===== src/verilog/fsc_defs.svh =====
`ifndef FSC_DEFS_SVH
`define FSC_DEFS_SVH

// ----------------------------------------
// Clock
// ----------------------------------------
`define FSC_CLK_PERIOD_PS 5000

// ----------------------------------------
// Bus timing in ns (erase time in s), and derived cycles
// ----------------------------------------
`define FSC_T_WP_NS   90
`define FSC_T_WPH_NS  90
`define FSC_T_ACC_NS  120
`define FSC_T_OEHP_NS 150
`define FSC_T_EC_S    10
`define FSC_CYC(ns) (((ns) * 1000 + `FSC_CLK_PERIOD_PS - 1) / `FSC_CLK_PERIOD_PS)
`define FSC_WP_CYC   `FSC_CYC(`FSC_T_WP_NS)
`define FSC_WPH_CYC  `FSC_CYC(`FSC_T_WPH_NS)
`define FSC_ACC_CYC  `FSC_CYC(`FSC_T_ACC_NS)
`define FSC_OEHP_CYC `FSC_CYC(`FSC_T_OEHP_NS)
// Seconds to cycles, ordered so that no step leaves 32 bits
`define FSC_EC_CYC   (`FSC_T_EC_S * (1000000000 / `FSC_CLK_PERIOD_PS) * 1000)

// ----------------------------------------
// Command addresses and data
// ----------------------------------------
`define FSC_CMD_ADDR1   15'h5555
`define FSC_CMD_ADDR2   15'h2AAA
`define FSC_CMD_UNLOCK1 8'hAA
`define FSC_CMD_UNLOCK2 8'h55
`define FSC_CMD_PROG    8'hA0
`define FSC_CMD_ERASE   8'h80
`define FSC_CMD_CHIP    8'h10
`define FSC_CMD_ID_IN   8'h90
`define FSC_CMD_ID_OUT  8'hF0
`define FSC_CMD_LOCK    8'h40

// ----------------------------------------
// Sequence table start indices
// ----------------------------------------
`define FSC_IDX_PROG   5'h00
`define FSC_IDX_ERASE  5'h04
`define FSC_IDX_ID_IN  5'h0A
`define FSC_IDX_ID_OUT 5'h0D
`define FSC_IDX_LOCK   5'h10

// ----------------------------------------
// Layout
// ----------------------------------------
`define FSC_ADDR_W     17
`define FSC_BOOT_TOP   17'h01FFF
`define FSC_TOGGLE_BIT 6

`endif


===== src/verilog/fsc_pkg.sv =====
package fsc_pkg;

    typedef enum logic [2:0] {
        FSC_OP_READ,
        FSC_OP_PROGRAM,
        FSC_OP_ERASE,
        FSC_OP_ID_ENTER,
        FSC_OP_ID_EXIT,
        FSC_OP_ID_READ,
        FSC_OP_LOCK
    } fsc_op_t;

    typedef enum logic [3:0] {
        FSC_ST_IDLE,
        FSC_ST_FETCH,
        FSC_ST_APPLY,
        FSC_ST_WR_LO,
        FSC_ST_WR_HI,
        FSC_ST_RD,
        FSC_ST_POLL_RD,
        FSC_ST_POLL_HI,
        FSC_ST_DONE
    } fsc_state_t;

    typedef struct packed {
        logic        last;
        logic        user;
        logic [14:0] addr;
        logic [7:0]  data;
    } fsc_entry_t;

endpackage


===== src/verilog/fsc_seq_if.sv =====
`timescale 1ns/100ps
interface fsc_seq_if;
    logic [4:0]          idx;
    fsc_pkg::fsc_entry_t entry;

    modport ctrl (output idx, input entry);
    modport rom  (input idx, output entry);
endinterface


===== src/verilog/fsc_seq_rom.sv =====
`timescale 1ns/100ps
`include "fsc_defs.svh"

module fsc_seq_rom (
    // Clock and reset
    input  wire logic i_sys_clk,
    input  wire logic i_resetn,
    // Table port
    fsc_seq_if.rom    seq
);

    // ----------------------------------------
    // Command sequence table
    // ----------------------------------------
    function automatic fsc_pkg::fsc_entry_t seq_entry(input logic [4:0] idx);
        fsc_pkg::fsc_entry_t e;
        e = '0;
        unique case (idx)
            5'h00, 5'h04, 5'h07, 5'h0A, 5'h0D, 5'h10, 5'h13:
                e = '{1'b0, 1'b0, `FSC_CMD_ADDR1, `FSC_CMD_UNLOCK1};
            5'h01, 5'h05, 5'h08, 5'h0B, 5'h0E, 5'h11, 5'h14:
                e = '{1'b0, 1'b0, `FSC_CMD_ADDR2, `FSC_CMD_UNLOCK2};
            5'h02: e = '{1'b0, 1'b0, `FSC_CMD_ADDR1, `FSC_CMD_PROG};
            5'h03: e = '{1'b1, 1'b1, 15'h0000, 8'h00};
            5'h06, 5'h12: e = '{1'b0, 1'b0, `FSC_CMD_ADDR1, `FSC_CMD_ERASE};
            5'h09: e = '{1'b1, 1'b0, `FSC_CMD_ADDR1, `FSC_CMD_CHIP};
            5'h0C: e = '{1'b1, 1'b0, `FSC_CMD_ADDR1, `FSC_CMD_ID_IN};
            5'h0F: e = '{1'b1, 1'b0, `FSC_CMD_ADDR1, `FSC_CMD_ID_OUT};
            5'h15: e = '{1'b1, 1'b0, `FSC_CMD_ADDR1, `FSC_CMD_LOCK};
            // Unused slots end any sequence safely
            default: e = '{1'b1, 1'b0, 15'h0000, 8'h00};
        endcase
        return e;
    endfunction

    fsc_pkg::fsc_entry_t entry_r;
    fsc_pkg::fsc_entry_t entry_nxt;

    always_comb begin
        entry_nxt = seq_entry(seq.idx);
    end

    always_ff @(posedge i_sys_clk or negedge i_resetn) begin
        if (!i_resetn) begin
            entry_r <= '0;
        end else begin
            entry_r <= entry_nxt;
        end
    end

    assign seq.entry = entry_r;

endmodule // fsc_seq_rom


===== src/verilog/fsc_host.sv =====
// What this block does
// - Poll by pulsing read strobe, chip select held
// - Read strobe high 150 ns between polls
// - Ignore toggle value; compare successive reads only
// - Same address on every poll read
// - Identification read: upper lines low, lowest selects
// - Command addresses bits 14..0, data eight lines
// - Every sequence starts AA to 5555
// - Read strobe high during all write pulses
`timescale 1ns/100ps
`include "fsc_defs.svh"

module fsc_host #(
    parameter int unsigned POLL_TMO_CYC = `FSC_EC_CYC
) (
    // Clock and reset
    input  wire logic                   i_sys_clk,
    input  wire logic                   i_resetn,
    // User command port
    input  wire logic                   i_req,
    input  wire logic [2:0]             i_op,
    input  wire logic [`FSC_ADDR_W-1:0] i_addr,
    input  wire logic [7:0]             i_wdata,
    output logic                        o_busy,
    output logic                        o_done,
    output logic [7:0]                  o_rdata,
    output logic                        o_err,
    output logic                        o_timeout,
    output logic                        o_id_mode,
    output logic                        o_lock_sent,
    // Flash pins
    output logic                        o_flash_ce_n,
    output logic                        o_flash_oe_n,
    output logic                        o_flash_we_n,
    output logic [`FSC_ADDR_W-1:0]      o_flash_addr,
    output logic [7:0]                  o_flash_dq_out,
    output logic                        o_flash_dq_oe,
    input  wire logic [7:0]             i_flash_dq_in
);

    // Write strobe needs one extra count: it drops one cycle into the low phase
    localparam logic [7:0] WP_CYC   = 8'(`FSC_WP_CYC);
    localparam logic [7:0] WPH_CYC  = 8'(`FSC_WPH_CYC - 1);
    localparam logic [7:0] ACC_CYC  = 8'(`FSC_ACC_CYC - 1);
    localparam logic [7:0] OEHP_CYC = 8'(`FSC_OEHP_CYC - 1);

    // ----------------------------------------
    // Helpers
    // ----------------------------------------
    function automatic logic [4:0] seq_start(input fsc_pkg::fsc_op_t op);
        unique case (op)
            fsc_pkg::FSC_OP_PROGRAM:  seq_start = `FSC_IDX_PROG;
            fsc_pkg::FSC_OP_ERASE:    seq_start = `FSC_IDX_ERASE;
            fsc_pkg::FSC_OP_ID_ENTER: seq_start = `FSC_IDX_ID_IN;
            fsc_pkg::FSC_OP_ID_EXIT:  seq_start = `FSC_IDX_ID_OUT;
            default:                  seq_start = `FSC_IDX_LOCK;
        endcase
    endfunction

    function automatic logic needs_poll(input fsc_pkg::fsc_op_t op);
        needs_poll = (op == fsc_pkg::FSC_OP_PROGRAM) || (op == fsc_pkg::FSC_OP_ERASE) ||
                     (op == fsc_pkg::FSC_OP_LOCK);
    endfunction

    // ----------------------------------------
    // Sequence table
    // ----------------------------------------
    fsc_seq_if seq ();

    fsc_seq_rom u_rom (
        .i_sys_clk (i_sys_clk),
        .i_resetn  (i_resetn),
        .seq       (seq.rom)
    );

    // ----------------------------------------
    // State
    // ----------------------------------------
    fsc_pkg::fsc_state_t       st_r,    st_nxt;
    fsc_pkg::fsc_op_t          op_r,    op_nxt;
    logic [7:0]                tmr_r,   tmr_nxt;
    logic [31:0]               pto_r,   pto_nxt;
    logic [4:0]                idx_r,   idx_nxt;
    logic [`FSC_ADDR_W-1:0]    uaddr_r, uaddr_nxt;
    logic [7:0]                uwd_r,   uwd_nxt;
    logic                      first_r, first_nxt;
    logic                      tog_r,   tog_nxt;
    logic                      ce_r,    ce_nxt;
    logic                      oe_r,    oe_nxt;
    logic                      we_r,    we_nxt;
    logic [`FSC_ADDR_W-1:0]    addr_r,  addr_nxt;
    logic [7:0]                dq_r,    dq_nxt;
    logic                      dqoe_r,  dqoe_nxt;
    logic                      busy_r,  busy_nxt;
    logic                      done_r,  done_nxt;
    logic [7:0]                rd_r,    rd_nxt;
    logic                      err_r,   err_nxt;
    logic                      tout_r,  tout_nxt;
    logic                      idm_r,   idm_nxt;
    logic                      lock_r,  lock_nxt;
    fsc_pkg::fsc_op_t          req_op;

    assign seq.idx = idx_r;
    assign req_op  = (i_op == 3'h7) ? fsc_pkg::FSC_OP_LOCK : fsc_pkg::fsc_op_t'(i_op);

    // ----------------------------------------
    // Next state
    // ----------------------------------------
    always_comb begin
        st_nxt    = st_r;
        op_nxt    = op_r;
        tmr_nxt   = tmr_r;
        pto_nxt   = pto_r;
        idx_nxt   = idx_r;
        uaddr_nxt = uaddr_r;
        uwd_nxt   = uwd_r;
        first_nxt = first_r;
        tog_nxt   = tog_r;
        ce_nxt    = ce_r;
        oe_nxt    = oe_r;
        we_nxt    = we_r;
        addr_nxt  = addr_r;
        dq_nxt    = dq_r;
        dqoe_nxt  = dqoe_r;
        busy_nxt  = busy_r;
        done_nxt  = 1'b0;
        rd_nxt    = rd_r;
        err_nxt   = err_r;
        tout_nxt  = tout_r;
        idm_nxt   = idm_r;
        lock_nxt  = lock_r;
        unique case (st_r)
            fsc_pkg::FSC_ST_IDLE: begin
                if (i_req) begin
                    op_nxt    = req_op;
                    uaddr_nxt = i_addr;
                    uwd_nxt   = i_wdata;
                    err_nxt   = 1'b0;
                    tout_nxt  = 1'b0;
                    if (req_op == fsc_pkg::FSC_OP_PROGRAM && lock_r && i_addr <= `FSC_BOOT_TOP) begin
                        // Locked boot block would silently ignore it
                        err_nxt  = 1'b1;
                        done_nxt = 1'b1;
                    end else if (req_op == fsc_pkg::FSC_OP_READ || req_op == fsc_pkg::FSC_OP_ID_READ) begin
                        addr_nxt = (req_op == fsc_pkg::FSC_OP_ID_READ) ?
                                   {{(`FSC_ADDR_W-1){1'b0}}, i_addr[0]} : i_addr;
                        ce_nxt   = 1'b0;
                        oe_nxt   = 1'b0;
                        tmr_nxt  = ACC_CYC;
                        busy_nxt = 1'b1;
                        st_nxt   = fsc_pkg::FSC_ST_RD;
                    end else begin
                        idx_nxt  = seq_start(req_op);
                        busy_nxt = 1'b1;
                        st_nxt   = fsc_pkg::FSC_ST_FETCH;
                    end
                end
            end
            fsc_pkg::FSC_ST_FETCH: begin
                st_nxt = fsc_pkg::FSC_ST_APPLY;
            end
            fsc_pkg::FSC_ST_APPLY: begin
                addr_nxt = seq.entry.user ? uaddr_r : {2'b00, seq.entry.addr};
                dq_nxt   = seq.entry.user ? uwd_r : seq.entry.data;
                dqoe_nxt = 1'b1;
                ce_nxt   = 1'b0;
                oe_nxt   = 1'b1;
                tmr_nxt  = WP_CYC;
                st_nxt   = fsc_pkg::FSC_ST_WR_LO;
            end
            fsc_pkg::FSC_ST_WR_LO: begin
                we_nxt = 1'b0;
                if (tmr_r == 8'h00) begin
                    we_nxt  = 1'b1;
                    tmr_nxt = WPH_CYC;
                    st_nxt  = fsc_pkg::FSC_ST_WR_HI;
                end else begin
                    tmr_nxt = tmr_r - 8'h01;
                end
            end
            fsc_pkg::FSC_ST_WR_HI: begin
                if (tmr_r != 8'h00) begin
                    tmr_nxt = tmr_r - 8'h01;
                end else if (!seq.entry.last) begin
                    idx_nxt = idx_r + 5'h01;
                    st_nxt  = fsc_pkg::FSC_ST_FETCH;
                end else begin
                    dqoe_nxt = 1'b0;
                    if (op_r == fsc_pkg::FSC_OP_ID_ENTER) idm_nxt = 1'b1;
                    if (op_r == fsc_pkg::FSC_OP_ID_EXIT) idm_nxt = 1'b0;
                    if (op_r == fsc_pkg::FSC_OP_LOCK) lock_nxt = 1'b1;
                    if (needs_poll(op_r)) begin
                        // One fixed address for the whole poll
                        addr_nxt  = (op_r == fsc_pkg::FSC_OP_PROGRAM) ? uaddr_r : '0;
                        oe_nxt    = 1'b0;
                        first_nxt = 1'b1;
                        pto_nxt   = '0;
                        tmr_nxt   = ACC_CYC;
                        st_nxt    = fsc_pkg::FSC_ST_POLL_RD;
                    end else begin
                        st_nxt = fsc_pkg::FSC_ST_DONE;
                    end
                end
            end
            fsc_pkg::FSC_ST_RD: begin
                if (tmr_r == 8'h00) begin
                    rd_nxt = i_flash_dq_in;
                    oe_nxt = 1'b1;
                    st_nxt = fsc_pkg::FSC_ST_DONE;
                end else begin
                    tmr_nxt = tmr_r - 8'h01;
                end
            end
            fsc_pkg::FSC_ST_POLL_RD: begin
                pto_nxt = pto_r + 32'h0000_0001;
                if (tmr_r == 8'h00) begin
                    rd_nxt    = i_flash_dq_in;
                    tog_nxt   = i_flash_dq_in[`FSC_TOGGLE_BIT];
                    first_nxt = 1'b0;
                    oe_nxt    = 1'b1;
                    tmr_nxt   = OEHP_CYC;
                    st_nxt    = fsc_pkg::FSC_ST_POLL_HI;
                    if (!first_r && i_flash_dq_in[`FSC_TOGGLE_BIT] == tog_r) begin
                        st_nxt = fsc_pkg::FSC_ST_DONE;
                    end
                end else begin
                    tmr_nxt = tmr_r - 8'h01;
                end
            end
            fsc_pkg::FSC_ST_POLL_HI: begin
                pto_nxt = pto_r + 32'h0000_0001;
                if (pto_r >= POLL_TMO_CYC) begin
                    tout_nxt = 1'b1;
                    err_nxt  = 1'b1;
                    st_nxt   = fsc_pkg::FSC_ST_DONE;
                end else if (tmr_r == 8'h00) begin
                    oe_nxt  = 1'b0;
                    tmr_nxt = ACC_CYC;
                    st_nxt  = fsc_pkg::FSC_ST_POLL_RD;
                end else begin
                    tmr_nxt = tmr_r - 8'h01;
                end
            end
            fsc_pkg::FSC_ST_DONE: begin
                ce_nxt   = 1'b1;
                oe_nxt   = 1'b1;
                we_nxt   = 1'b1;
                dqoe_nxt = 1'b0;
                busy_nxt = 1'b0;
                done_nxt = 1'b1;
                st_nxt   = fsc_pkg::FSC_ST_IDLE;
            end
        endcase
    end

    // ----------------------------------------
    // Registers
    // ----------------------------------------
    always_ff @(posedge i_sys_clk or negedge i_resetn) begin
        if (!i_resetn) begin
            st_r    <= fsc_pkg::FSC_ST_IDLE;
            op_r    <= fsc_pkg::FSC_OP_READ;
            tmr_r   <= 8'h00;
            pto_r   <= 32'h0000_0000;
            idx_r   <= 5'h00;
            uaddr_r <= '0;
            uwd_r   <= 8'h00;
            first_r <= 1'b0;
            tog_r   <= 1'b0;
            ce_r    <= 1'b1;
            oe_r    <= 1'b1;
            we_r    <= 1'b1;
            addr_r  <= '0;
            dq_r    <= 8'h00;
            dqoe_r  <= 1'b0;
            busy_r  <= 1'b0;
            done_r  <= 1'b0;
            rd_r    <= 8'h00;
            err_r   <= 1'b0;
            tout_r  <= 1'b0;
            // Device leaves identification mode at power loss
            idm_r   <= 1'b0;
            lock_r  <= 1'b0;
        end else begin
            st_r    <= st_nxt;
            op_r    <= op_nxt;
            tmr_r   <= tmr_nxt;
            pto_r   <= pto_nxt;
            idx_r   <= idx_nxt;
            uaddr_r <= uaddr_nxt;
            uwd_r   <= uwd_nxt;
            first_r <= first_nxt;
            tog_r   <= tog_nxt;
            ce_r    <= ce_nxt;
            oe_r    <= oe_nxt;
            we_r    <= we_nxt;
            addr_r  <= addr_nxt;
            dq_r    <= dq_nxt;
            dqoe_r  <= dqoe_nxt;
            busy_r  <= busy_nxt;
            done_r  <= done_nxt;
            rd_r    <= rd_nxt;
            err_r   <= err_nxt;
            tout_r  <= tout_nxt;
            idm_r   <= idm_nxt;
            lock_r  <= lock_nxt;
        end
    end

    // ----------------------------------------
    // Outputs
    // ----------------------------------------
    assign o_busy         = busy_r;
    assign o_done         = done_r;
    assign o_rdata        = rd_r;
    assign o_err          = err_r;
    assign o_timeout      = tout_r;
    assign o_id_mode      = idm_r;
    assign o_lock_sent    = lock_r;
    assign o_flash_ce_n   = ce_r;
    assign o_flash_oe_n   = oe_r;
    assign o_flash_we_n   = we_r;
    assign o_flash_addr   = addr_r;
    assign o_flash_dq_out = dq_r;
    assign o_flash_dq_oe  = dqoe_r;

endmodule // fsc_host


===== config.mk =====
export PLATFORM = sky130hd
export DESIGN_NAME = fsc_host
export DESIGN_NICKNAME = d
export VERILOG_FILES = /design/src/verilog/fsc_pkg.sv /design/src/verilog/fsc_seq_if.sv /design/src/verilog/fsc_seq_rom.sv /design/src/verilog/fsc_host.sv
export VERILOG_INCLUDE_DIRS = /design/src /design/src/verilog
export SDC_FILE = /design/constraint.sdc
export NUM_CORES = 1
export LEC_CHECK = 0
export BUFFER_PORTS_ARGS = -buffer_cell sky130_fd_sc_hd__buf_4
export CAP_MARGIN = 10
export CELL_PAD_IN_SITES_DETAIL_PLACEMENT = 1
export CELL_PAD_IN_SITES_GLOBAL_PLACEMENT = 2
export CORE_MARGIN = 2
export CORE_UTILIZATION = 33
export CTS_CLUSTER_SIZE = 14
export DETAILED_ROUTE_END_ITERATION = 8
export HOLD_SLACK_MARGIN = 0.05
export PLACE_DENSITY_LB_ADDON = 0.1
export SLEW_MARGIN = 0
export SYNTH_ARGS = -nofsm -noshare
export SYNTH_HDL_FRONTEND = slang
export SYNTH_HIERARCHICAL = 1
export SYNTH_SLANG_ARGS = --single-unit

===== constraint.sdc =====
create_clock -name i_sys_clk -period 1.9 [get_ports i_sys_clk]
set_clock_uncertainty 0.05 [all_clocks]
set_input_delay 0.57 -clock i_sys_clk [delete_from_list [all_inputs] [get_ports i_sys_clk]]
set_output_delay 0.57 -clock i_sys_clk [all_outputs]
set_load 0.03 [all_outputs]

## After elaboration in Yosys (flattened, before gate mapping)

Memories as Yosys holds them, arrays and structs flattened. A register that Yosys moved wholly into a read port is not among the register bits.
Cells that the tools add are included.

- Flip-flop bits (word level): 122
- Memory bits (read-only): 800
- Bits of input ports: 39
- Output and inout port bits: 43
- Word-level logic and storage cells: 192
- Memories kept: 1

Memories:

| memory | words | bits a word | read ports | clocked after memory_dff | wr ports | RTL line | source |
|---|---|---|---|---|---|---|---|
| (name not given) | 32 | 25 | 1 | 1 | 0 | fsc_seq_rom.sv:18 | `unique case (idx)` |

- Add/sub/neg operators: 3
- Magnitude comparators: 2
- Equality and inequality tests: 39
- Muxes and demuxes: 81
- Bitwise logic cells: 1
- Reduce and logical (&&, ||, !) cells: 43

Operator list:

| kind | count |
|---|---|
| $mux 17 | 9 |
| $mux 32 | 3 |
| $mux 8 | 12 |
| $pmux 32 s2 | 1 |
| $pmux 8 s7 | 1 |
| $pmux 17 s3 | 1 |
| $mux 4 | 11 |
| $pmux 4 s9 | 1 |
| $add 32x1->32 const B | 1 |
| $ge 32x31->1 const B | 1 |
| $ne 2x2->1 const B | 14 |
| $mux 5 | 5 |
| $mux 1 | 24 |
| $pmux 5 s4 | 1 |
| $le 17x13->1 const B | 1 |
| $eq 4x3->1 const B | 4 |
| $reduce_and 4->1 | 4 |
| $eq 3x3->1 const B | 5 |
| $reduce_and 7->1 | 2 |
| $reduce_bool 2->1 | 7 |
| $eq 3x2->1 const B | 4 |
| $pmux 1 s2 | 6 |
| $pmux 5 s2 | 1 |
| $reduce_and 10->1 | 1 |
| 30 further kinds | 49 |

## Logic depth before layout (Yosys ltp)

Gate-level depths: netlist (run 1).

- Depth after elaboration: 8
- Depth in mapped cells: 9

## Modules after synthesis

Netlist (run 1), hierarchy kept.

By module, submodules not included:

| module | instances | cells an instance | area each (um^2) |
|---|---|---|---|
| fsc_host | 1 | 698 | 6,413.7 |
| fsc_seq_rom | 1 | 89 | 804.5 |

## Worst setup path before layout (run 1)

OpenSTA, ideal clock, no wires.

- Path type: input to register
- Start point: in i_op[2]
- End point: reg tmr_r[7]
- Setup time: 0.121 ns
- Arrival time: 2.074 ns
- Path slack: -0.345 ns
- Cell stages on the path: 8
- Path buffers: 2
- Path through: buf_4 xor2_1 o41ai_1 o221ai_2 a21o_1 buf_6 a21o_1 a22o_1

- Cells in the longest elaborated chain, start to end: 7
- Elaborated cells between the ends (all ways): 11
- Classes of those cells: eq/ne (5); mux (1); reduce/logical (5)

Ends and longest elaborated chain:

| what | RTL line | source |
|---|---|---|
| start: declaration | fsc_host.sv:21 | `input wire logic [2:0] i_op,` |
| $eq 3x3->1 | fsc_host.sv:104 | `assign req_op = (i_op == 3'h7) ? fsc_pkg::FSC_OP_LOCK : fsc_pkg::fsc_op_t'(i_op);` |
| $mux 3 (*) | fsc_host.sv:104 |  |
| $eq 3x1->1 | fsc_host.sv:140 | `` if (req_op == fsc_pkg::FSC_OP_PROGRAM && lock_r && i_addr <= `FSC_BOOT_TOP) begin `` |
| $logic_and 1x1->1 | fsc_host.sv:140 |  |
| $logic_and 1x1->1 (no line) | n/a |  |
| $ne 2x2->1 (no line) | n/a |  |
| $reduce_and 8->1 (no line) (*) | n/a |  |
| end signal: assignment | fsc_host.sv:287 | `tmr_r <= tmr_nxt;` |
| end: declaration | fsc_host.sv:81 | `logic [7:0] tmr_r, tmr_nxt;` |

Mark *: on every way between the ends. The rest lies on a longest branch, timed or not.
A chain may end at the register's enable or synchronous reset.

## Worst setup path after layout (run 1)

- Start point: reg tmr_r[1]
- End point: reg pto_r[17]

- Cells in the longest elaborated chain, start to end: 3

Ends and longest elaborated chain:

| what | RTL line | source |
|---|---|---|
| $reduce_bool 8->1 | fsc_host.sv:182 | `if (tmr_r != 8'h00) begin` |
| $ne 2x2->1 (no line) | n/a |  |
| $reduce_and 4->1 (no line) | n/a |  |
| end signal: assignment | fsc_host.sv:288 | `pto_r <= pto_nxt;` |
| end: declaration | fsc_host.sv:82 | `logic [31:0] pto_r, pto_nxt;` |

Every way passes these cells.

==> metrics.txt, run 1 <==
Max Freq between 400 and 500 MHz; Critical-path top delay cell dfrtp_1; Async SR Flop Fraction 1.000; PwrDens 1534 nW/um^2; total power around 17 mW; CTS tree built; area grow syn2layout 52.70%; Clk pin slew, worst setup/hold paths about 0.07 ns; initial antenna violation count 0; DR WL/cell around 20 microns; clk sinks roughly 130; Antenna Cells 0; root buffer cell clkbuf_16; pin count of the biggest net entering global routing 47; Area contributors post-synth dfrtp_1 (44%), nand2_1 (7.4%), o21ai_0 (3.9%); Yosys warning count 6; routed wire length about 26 mm; Worst Tran Pin Value 0.6266 ns; RSZ-0062 raised after global routing yes; CP Capture Type flip-flop; HPWL after DPL between 15 and 20 mm; Die ar. between 20000 and 25000 sq um; nets 1074; critical setup path kind reg -> reg; I/O pin count 82; Clock Path Buffers 2; Leak between 5 and 6 nW; CP Cell Sequence inv_2 -> ha_4 -> nor4b_4 -> buf_4 -> o2111a_2 -> o211ai_1 -> clkbuf_16 -> or3_4 -> a21oi_2; vias in the first global route around 7400; share of cells above drive strength 1 0.4431; Mapped Cells a little under 800; Hold Fails Final Rpt 0; Yosys cell types 79; Main synth FF type dfrtp_1; MaxCap Viol Count 0; period utilisation layout 1.128; first-pass GRT wire length 40.75 mm; worst-path maximum fanout 7; CP required about 2.2 ns; Clock Latency Late Sink ~0.43 ns; Seq/Total Area, Yosys 0.4547; Inserted Clock Buffers 17; min Tclk post-route about 2.1 ns; DRT antenna net count 0; Max-slew headroom 0.5822; number of remaining DRC errors 0; worst path arrival time ~2.5 ns; IR drop worst, VDD 0.7442 mV; #FFs+latches synth 131; Commonest cells post-synth nand2_1 (142), dfrtp_1 (128), nor2_1 (63); Largest stage delay, worst path a little over 0.4 ns; H-tree Lvls 4; Final Worst Setup Slack -0.2428 ns; status complete, but fails checks; top cell type's share of synthesized area 0.4438; gr ovfl total 0; initial core utilization 0.3339; Hold Path Class in -> reg; total track usage 0.2214; area of the core around 22000 sq um; fin util 0.5098; largest area contributor in the netlist dfrtp_1; Die Width between 150 and 200 microns; Final GP Congestion between 0.8 and 0.9; Post-synth EDFFs 0; DR vias roughly 7000; max-slew violation count 0; average vias per placed instance 5.324; Syn Area/Cell just over 9 sq um; syn nets 838; 1st-pass router iterations 5; PortBufs between 80 and 90; synthesized cell area roughly 7200 sq um; startpoint types flip-flop; CP top delay family simple AND/OR/NAND/NOR gates; most common cell in the netlist nand2_1; Initial DRC Count between 300 and 400; failing checks negative setup slack; Buf+Inv Stages, Crit Path 3; die span in y 151.9 microns; FP Rows 54; final setup fails 75
-- worst min-delay path: cells and delay by family --
kind	cells	cell delay, ns
buf+inv	1	0.08
simple gates	2	0.09
-- where the power goes --
group | switching, mW | internal, mW | total, mW
sequential | 0.797 | 3.68 | 4.48
combinational | 4.92 | 4.23 | 9.15
clock | 1.50 | 1.77 | 3.28
-- per-layer routing --
layer  global-route usage  part of all wire  up-vias
li1                     -                 -     3270
met1               0.2996              0.45     3565
met2               0.3734              0.50      143
met3              0.03309             0.031       28
met4              0.05563             0.015        0
met5                    0                 0        -
-- repair_timing --
item | in CTS | in global routing
setup endpoints to repair | 75 | 84
hold buffers | 1 | 0
pin swaps | 46 | 58
setup buffers | 37 | 20
gates cloned | 9 | 1
endpoints found under the hold margin | 27 | 0
resized for setup | 139 | 84
-- area by class of cell --
class | instances | area, sq um
Inverter | 18 | 67.56
Clock buffer | 18 | 439.2
Sequential cell | 131 | 3287
Timing Repair Buffer | 273 | 2436
Clock inverter | 14 | 133.9
Multi-Input combinational cell | 582 | 4308
Tap cell | 280 | 350.3
Fill cell | 2431 | 10600
-- logic make-up after synthesis --
| family | after synthesis | share of synthesized area |
|---|---|---|
| AOI/OAI and AO/OA | 190 | 0.1787 |
| xor gates and xnor gates | 24 | 0.02912 |
| muxes | 22 | 0.03259 |
| and+or+nand+nor | 333 | 0.2288 |
| buffers and inverters | 75 | 0.05529 |
| DFF | 131 | 0.4547 |
| adders and majority gates | 12 | 0.02080 |
-- placed cells by master, fill, tap and decap left out, types with 5 or more instances in the layout --
cell type  synthesis  routed
buf_4             20     225
dfrtp_1          128     124
nand2_1          142     112
nor2_1            63      53
a21oi_1           38      33
buf_6              3      27
o21ai_2            2      25
nand3_1           28      24
nand2_2            0      20
o21ai_1            5      20
clkbuf_16          0      20
inv_1             18      16
xnor2_1           17      16
a222oi_1          15      15
nor2b_1           13      13
o21ai_0           56      13
ha_1              12      11
nand2b_1          13      10
nand2_4            0      10
mux2i_1           10      10
o22ai_1            9       9
a31oi_1           10       9
buf_12             0       9
mux2_2            11       8
nor3_1            13       7
nor3_4             0       7
or3_1             10       7
nor2_2             0       6
and3_1             6       6
nand4_1            6       6
o211ai_1           6       6
nor4_4             0       6
inv_8              0       6
o21ai_4            0       5
xor2_1             7       5
-- sequential cells by signal, summed over array words and instances (netlist names), 3 cells and up --
name	flops
o_flash_dq_out	8
uwd_r	8
o_rdata	8
idx_r	5
tmr_r	8
o_flash_addr	17
pto_r	32
op_r	3
u_rom/seq.entry	9
uaddr_r	17
st_r	4
-- path summary, 6_finish.rpt --
| kind | start | to | slack [ns] | cells after the start |
|---|---|---|---|---|
| max | tmr_r[1] | pto_r[17] | -0.24 | 9 |
| max in group asynchronous | i_resetn | o_flash_we_n | 0.62 | 3 |
| max reg2reg | tmr_r[1] | pto_r[17] | -0.24 | 9 |
| min | i_wdata[4] | uwd_r[4] | 0.28 | 3 |
| min in group asynchronous | i_resetn | pto_r[11] | 0.57 | 2 |
| min reg2reg | uwd_r[2] | uwd_r[2] | 0.43 | 2 |
-- metrics by stage --
| stage | instance area, sq um | worst slack [ns] | hold slack [ns] | std cells | setup TNS (ns) |
|---|---|---|---|---|---|
| 3_3_place_gp | 9104 | -0.4081 | 0.4057 | 1224 | -10.38 |
| 3_5_place_dp | 9104 | -0.4030 | 0.4141 | 1224 | -13.55 |
| 2_1_floorplan | 7392 | -0.2015 | 0.2244 | 787 | -2.535 |
| 6_report | 11020 | -0.2428 | 0.2788 | 1316 | -10.98 |
| 4_1_cts | 10690 | -0.2762 | 0.2671 | 1303 | -9.428 |
| 5_1_grt | 11020 | -0.3201 | 0.2719 | 1316 | -15.72 |
(Power assumes the default switching activity.)
==> run 2: changes to the inputs <==
GPL_TIMING_DRIVEN = 0   (was not set)
==> run 2 against run 1 <==
  * The run still ends with negative setup slack left
  * Non-clock buffer count shrank 45
  * Register-to-register slack lost 0.11 ns
  * Via count shrank 5.3%
  * Critical path depth grew 2
  * Total power shrank 8.4%
  * Sequential cell count is the same
  * Highest routed layer unchanged
==> metrics.txt, run 2 (synthesis gave the netlist of run 1 again) <==
status complete, but fails checks (unchanged); failing checks negative setup slack (unchanged); Clock Latency Late Sink 0.43 ns (about the same); RSZ-0062 raised after global routing yes (unchanged); I/O pin count 82 (unchanged); share of cells above drive strength 1 0.3747 (was 0.4431); most frequent cells in the layout buf_4 (168), nand2_1 (135), dfrtp_1 (120) (was buf_4 (225), dfrtp_1 (124), nand2_1 (112)); worst path arrival time 2.50 ns (was 2.45 ns); area grow syn2layout 42.94% (was 52.70%); # fillers 2463 (was 2431); first-pass GRT wire length 37.74 mm (was 40.75 mm); PwrDens 1501 nW/um^2 (was 1534 nW/um^2); Post-DP Area 8367 sq um (was 9104 sq um); Max-slew headroom 0.4586 (was 0.5822); Worst Tran Pin Value 0.8047 ns (was 0.6266 ns); DR WL/cell 18.51 microns (was 19.51 microns); Largest Register pto_r (unchanged); initial antenna violation count 0 (unchanged); critical setup path kind reg -> reg (unchanged); root buffer cell clkbuf_16 (unchanged); final setup fails 70 (was 75); most common cell after layout, fill and taps aside buf_4 (unchanged); final hold slack 0.08074 ns (was 0.2788 ns); Gate power share 0.509 (was 0.541); Final Worst Setup Slack -0.3572 ns (was -0.2428 ns); design area 10320 sq um (was 11020 sq um); critical path startpoint tmr_r[0] (was tmr_r[1]); startpoint types flip-flop (unchanged); Hold Path Class in -> async (was in -> reg); initial core utilization 0.3339 (unchanged); Hold Fails Final Rpt 0 (unchanged); average vias per placed instance 5.222 (was 5.324); die span in y 151.9 microns (unchanged); Int Power 8.884 mW (was 9.692 mW); cts hold-fix bufs 0 (was 1); Finished Layout Cells 1270 (was 1316); HPWL after DPL 15.77 mm (was 16.36 mm); Die Width 151.9 microns (unchanged); Clock Path Buffers 2 (unchanged); gr ovfl total 0 (unchanged); register area 3292 sq um (was 3287 sq um); min Tclk post-route 2.257 ns (was 2.143 ns); H-tree Lvls 4 (unchanged); DR vias 6632 (was 7006); 1st-pass router iterations 5 (unchanged); Max Freq 443.0 MHz (was 466.7 MHz); sw frac 0.4264 (was 0.4268); max-slew violation count 0 (unchanged); worst-path maximum fanout 4 (was 7); total track usage 0.2019 (was 0.2214); vias in the first global route 7057 (was 7446); pre-CTS WS -0.7792 ns (was -0.4030 ns); routed wire length 23.51 mm (was 25.68 mm); period utilisation layout 1.188 (was 1.128); area of the core 21620 sq um (unchanged); FP Rows 54 (unchanged); CTS tree built (unchanged); nets 1028 (was 1074); Antenna Cells 0 (unchanged); clock power share 0.209 (was 0.194); clk sinks 131 (unchanged); MaxCap Viol Count 0 (unchanged); PortBufs 79 (was 81); Flop pwr share 0.282 (was 0.265); multi-input logic area 4119 sq um (was 4308 sq um); DRT antenna net count 0 (unchanged); RR Startpoint tmr_r[0] (was tmr_r[1]); max reg flops 32 (unchanged); Post-Place Cells 1147 (was 1224); Die ar. 23070 sq um (unchanged); fin util 0.4772 (was 0.5098); Final GP Congestion 0.8152 (was 0.8698); Leak 4.700 nW (was 5.077 nW); Clk pin slew, worst setup/hold paths 0.06 ns (was 0.07 ns); CP Capture Type flip-flop (unchanged); pin count of the biggest net entering global routing 75 (was 47); worst r2r path cells 11 (was 9); Net Sw Power 6.603 mW (was 7.217 mW); IR drop worst, VDD 0.7506 mV (was 0.7442 mV); number of remaining DRC errors 0 (unchanged); Initial DRC Count 269 (was 392); Inserted Clock Buffers 17 (unchanged); CP required 2.14 ns (was 2.21 ns)
-- run 2: cell types whose count changed in the layout (fill, tap and decap cells not counted), moves of 4 or more --
cell,change
nand3_2,+4
clkbuf_2,+8
nand2_2,-17
dfrtp_1,-4
nand2_1,+23
buf_2,+5
o21ai_0,+8
nand2_4,-7
nand3_1,-4
dfrtp_2,+4
o21ai_2,-21
buf_4,-57
o21ai_1,+14
-- run 2: worst max-delay path: stages, from the launching register on --
cell and delay, ns:
dfrtp_1 0.40, inv_2 0.09, ha_4 0.12, nor4b_4 0.18, buf_6 0.15, o2111a_2 0.22
o211ai_1 0.18, buf_6 0.20, buf_4 0.15, nor4_4 0.15, xnor2_1 0.16, nor2_1 0.06
-- run 2: area by class of cell --
| cell class | instances | area share |
|---|---|---|
| repair buffers | 171 | 0.1399 |
| well taps | 280 | 0.03396 |
| inverters | 18 | 0.006549 |
| flip-flops and latches | 131 | 0.3191 |
| plain buffers | 57 | 0.04536 |
| clock inverters | 14 | 0.01334 |
| clock buffers | 18 | 0.04257 |
| multi-input cells | 581 | 0.3992 |
-- run 2: path summary, 6_finish.rpt --
check                                         end  slack (ns)
worst min-delay path                    pto_r[26]        0.08
min in group i_sys_clk                   uwd_r[4]        0.28
worst max register to register          pto_r[29]       -0.36
worst max-delay path                    pto_r[29]       -0.36
max in group asynchronous       o_flash_dq_out[3]        0.93
worst min register to register         uaddr_r[4]        0.43
-- run 2: power groups by stage --
stage / sequential (mW) / clock (mW) / combinational [mW]
finish: 4.37 / 3.23 / 7.88
global route: 4.49 / 3.45 / 8.55
global placement: 4.41 / 0 / 6.05
CTS: 4.38 / 3.32 / 7.23
floorplan: 4.87 / 0 / 3.70
detailed placement: 4.45 / 0 / 6.22
-- run 2: per-stage QoR --
step	total power, mW	TNS [ns]
CTS	14.94	-10.07
global placement	10.46	-97.57
global route	16.49	-19.52
finish	15.49	-12.66
floorplan	8.574	-2.535
detailed placement	10.68	-49.80
-- run 2: routing by layer --
layer	wire length [microns]	global-route usage	part of all wire
met3	642	0.03908	0.027
met1	11130	0.2768	0.47
met5	0	0	0
met4	191	0.04317	0.0081
met2	11550	0.3335	0.49
-- run 2: timing repair --
item | CTS | global route
cloned | 3 | 3
setup buffers | 46 | 40
setup endpoints to repair | 113 | 103
resized for setup | 96 | 100
pin swaps | 29 | 32
==> run 3: changes to the inputs <==
SYNTH_HIERARCHICAL = not set   (was 1)
==> run 3 against run 2 <==
  * The run still ends with negative setup slack left
  * Via count decreased by 4.8%
  * Worst hold slack gained 0.21 ns
  * Count of clock-buffer cells in the layout is 3 higher
  * Largest cell class unchanged
  * Highest routed layer unchanged
==> metrics.txt, run 3 <==
Clock Path Buffers 2 (unchanged); Post-synth EDFFs 0 (unchanged); Commonest cells post-synth dfrtp_1 (128), nand2_1 (121), nor2_1 (69) (was nand2_1 (142), dfrtp_1 (128), nor2_1 (63)); Critical-path top delay cell or4b_4 (was dfrtp_1); DR WL/cell 18.86 microns (was 18.51 microns); Max-slew headroom 0.5350 (was 0.4586); PortBufs 79 (unchanged); final hold slack 0.2952 ns (was 0.08074 ns); worst path arrival time 2.88 ns (was 2.50 ns); syn nets 800 (was 838); total track usage 0.2141 (was 0.2019); first-pass GRT wire length 37.34 mm (was 37.74 mm); Clk pin slew, worst setup/hold paths 0.06 ns (about the same); Final Worst Setup Slack -0.6802 ns (was -0.3572 ns); PwrDens 617.6 nW/um^2 (was 1501 nW/um^2); Die Width 149.0 microns (was 151.9 microns); die span in y 149.0 microns (was 151.9 microns); CP required 2.20 ns (was 2.14 ns); routed wire length 22.80 mm (was 23.51 mm); Syn Area/Cell 9.272 sq um (was 9.172 sq um); max reg flops 32 (unchanged); max-slew violation count 0 (unchanged); largest area contributor in the netlist dfrtp_1 (unchanged); 1st-pass router iterations 5 (unchanged); period utilisation layout 1.358 (was 1.188); Yosys cell types 71 (was 79); fin util 0.4946 (was 0.4772); Max Freq 387.6 MHz (was 443.0 MHz); Inserted Clock Buffers 17 (unchanged); Final GP Congestion 0.7982 (was 0.8152); Die ar. 22190 sq um (was 23070 sq um); DRT antenna net count 0 (unchanged); H-tree Lvls 4 (unchanged); Post-DP Area 8200 sq um (was 8367 sq um); CTS tree built (unchanged); share of cells above drive strength 1 0.3929 (was 0.3747); Main synth FF type dfrtp_1 (unchanged); Worst Tran Pin Value 0.6975 ns (was 0.8047 ns); most common cell after layout, fill and taps aside dfrtp_1 (was buf_4); MaxCap Viol Count 0 (unchanged); Mapped Cells 748 (was 787); most common cell in the netlist dfrtp_1 (was nand2_1); failing checks negative setup slack (unchanged); Largest Register pto_r (unchanged); root buffer cell clkbuf_16 (unchanged); top cell type's share of synthesized area 0.4618 (was 0.4438); design area 10300 sq um (was 10320 sq um); critical setup path kind reg -> reg (unchanged); initial core utilization 0.3331 (was 0.3339); RSZ-0062 raised after global routing yes (unchanged); CP Capture Type flip-flop (unchanged); Largest stage delay, worst path 0.49 ns (was 0.40 ns); HPWL after DPL 15.10 mm (was 15.77 mm); Finished Layout Cells 1209 (was 1270); DR vias 6312 (was 6632); IR drop worst, VDD 0.5929 mV (was 0.7506 mV); area grow syn2layout 48.49% (was 42.94%); Initial DRC Count 304 (was 269); Async SR Flop Fraction 1.000 (unchanged); #FFs+latches synth 131 (unchanged); pin count of the biggest net entering global routing 88 (was 75); Seq/Total Area, Yosys 0.4732 (was 0.4547); initial antenna violation count 0 (unchanged); Hold Fails Final Rpt 0 (unchanged); Leak 4.767 nW (was 4.700 nW); Area contributors post-synth dfrtp_1 (46%), nand2_1 (6.5%), mux2_2 (4.7%) (was dfrtp_1 (44%), nand2_1 (7.4%), o21ai_0 (3.9%)); Hold Path Class in -> reg (was in -> async); Antenna Cells 0 (unchanged); status complete, but fails checks (unchanged); gr ovfl total 0 (unchanged); average vias per placed instance 5.221 (was 5.222); worst-path maximum fanout 5 (was 4); synthesized cell area 6935 sq um (was 7218 sq um); startpoint types flip-flop (unchanged); most frequent cells in the layout dfrtp_1 (123), buf_4 (121), nand2_1 (114) (was buf_4 (168), nand2_1 (135), dfrtp_1 (120)); nets 974 (was 1028); Clock Latency Late Sink 0.42 ns (was 0.43 ns); clk sinks 131 (unchanged); area of the core 20820 sq um (was 21620 sq um); FP Rows 53 (was 54); CP Cell Sequence inv_2 -> ha_4 -> or4b_4 -> a2111oi_4 -> buf_4 -> buf_6 -> o2111ai_4 -> buf_12 -> or3_4 -> a21oi_2 (was inv_2 -> ha_4 -> nor4b_4 -> buf_6 -> o2111a_2 -> o211ai_1 -> buf_6 -> buf_4 -> nor4_4 -> xnor2_1 -> nor2_1); number of remaining DRC errors 0 (unchanged); vias in the first global route 6694 (was 7057); min Tclk post-route 2.580 ns (was 2.257 ns); final setup fails 80 (was 70); I/O pin count 82 (unchanged); Post-Place Cells 1103 (was 1147); Yosys warning count 0 (was 6)
-- run 3: cell count changes after synthesis, moves of 13 or more --
cell / before / now
a221o_1: 1 / 15
buf_4: 20 / 0
nand2_1: 142 / 121
a21oi_1: 38 / 51
mux2_2: 11 / 29
a222oi_1: 15 / 0
-- run 3: kinds of logic after synthesis --
family / synth area share
AND/OR/NAND/NOR: 0.2105
AO/OA/AOI/OAI: 0.1642
flip-flops: 0.4732
buffers and inverters: 0.03608
multiplexers: 0.05719
XOR/XNOR: 0.03536
adder cells (fa/ha/maj): 0.02345
-- run 3: path summary, 6_finish.rpt --
| path | start | endpoint | slack [ns] | depth (start not counted) |
|---|---|---|---|---|
| max reg2reg | tmr_r[1] | pto_r[17] | -0.68 | 10 |
| max | tmr_r[1] | pto_r[17] | -0.68 | 10 |
| min | i_wdata[4] | uwd_r[4] | 0.30 | 3 |
| min in group asynchronous | i_resetn | uwd_r[6] | 0.59 | 2 |
| min reg2reg | uaddr_r[5] | uaddr_r[5] | 0.43 | 2 |
| max in group asynchronous | i_resetn | tog_r | 0.39 | 3 |
-- run 3: routing by layer --
metal	GRT usage	vias to the layer above	wire length, microns
met5	0	-	0
met4	0.05762	0	199
met3	0.03333	18	752
met2	0.3509	106	10920
met1	0.2958	3195	10920
li1	-	2993	-
-- run 3: cell type report --
type	instances	area, sq um
Sequential cell	131	3288
Tap cell	275	344.1
Buffer	38	322.8
Timing Repair Buffer	157	1429
Clock buffer	21	460.4
Fill cell	2311	10520
Inverter	23	90.09
Clock inverter	10	108.9
Multi-Input combinational cell	554	4255
-- run 3: worst max-delay path, delay by kind of cell (launching register included) --
kind | cells | cell delay (ns)
flops | 1 | 0.40
simple gates | 2 | 0.81
fa+ha+maj | 1 | 0.13
buf+inv | 4 | 0.57
compound gates | 3 | 0.55
-- run 3: metrics by stage --
stage / setup TNS [ns] / setup WS (ns) / power [mW]
6_report: -36.65 / -0.6802 / 6.360
3_5_place_dp: -50.54 / -0.7402 / 3.188
5_1_grt: -44.65 / -0.7911 / 6.606
2_1_floorplan: -12.79 / -0.3759 / 2.996
3_3_place_gp: -87.17 / -0.7202 / 3.171
4_1_cts: -29.04 / -0.7316 / 6.440
-- run 3: where the power goes --
group          internal, mW  total (mW)  leakage (nW)  switching [mW]
Combinational         0.130       0.319          2.74           0.189
Sequential             2.82        2.84          1.75          0.0190
Clock                  1.98        3.21         0.278            1.22
Total                  4.93        6.36          4.77            1.43
-- run 3: timing repair --
item                                    4_1_cts  5_1_grt
setup buffers                                57       18
hold buffers                                  1        0
endpoints found under the hold margin        40        0
pin swaps                                    56       31
resized for setup                           161       70
endpoints found under the setup margin      106      106
cloned                                        4        0
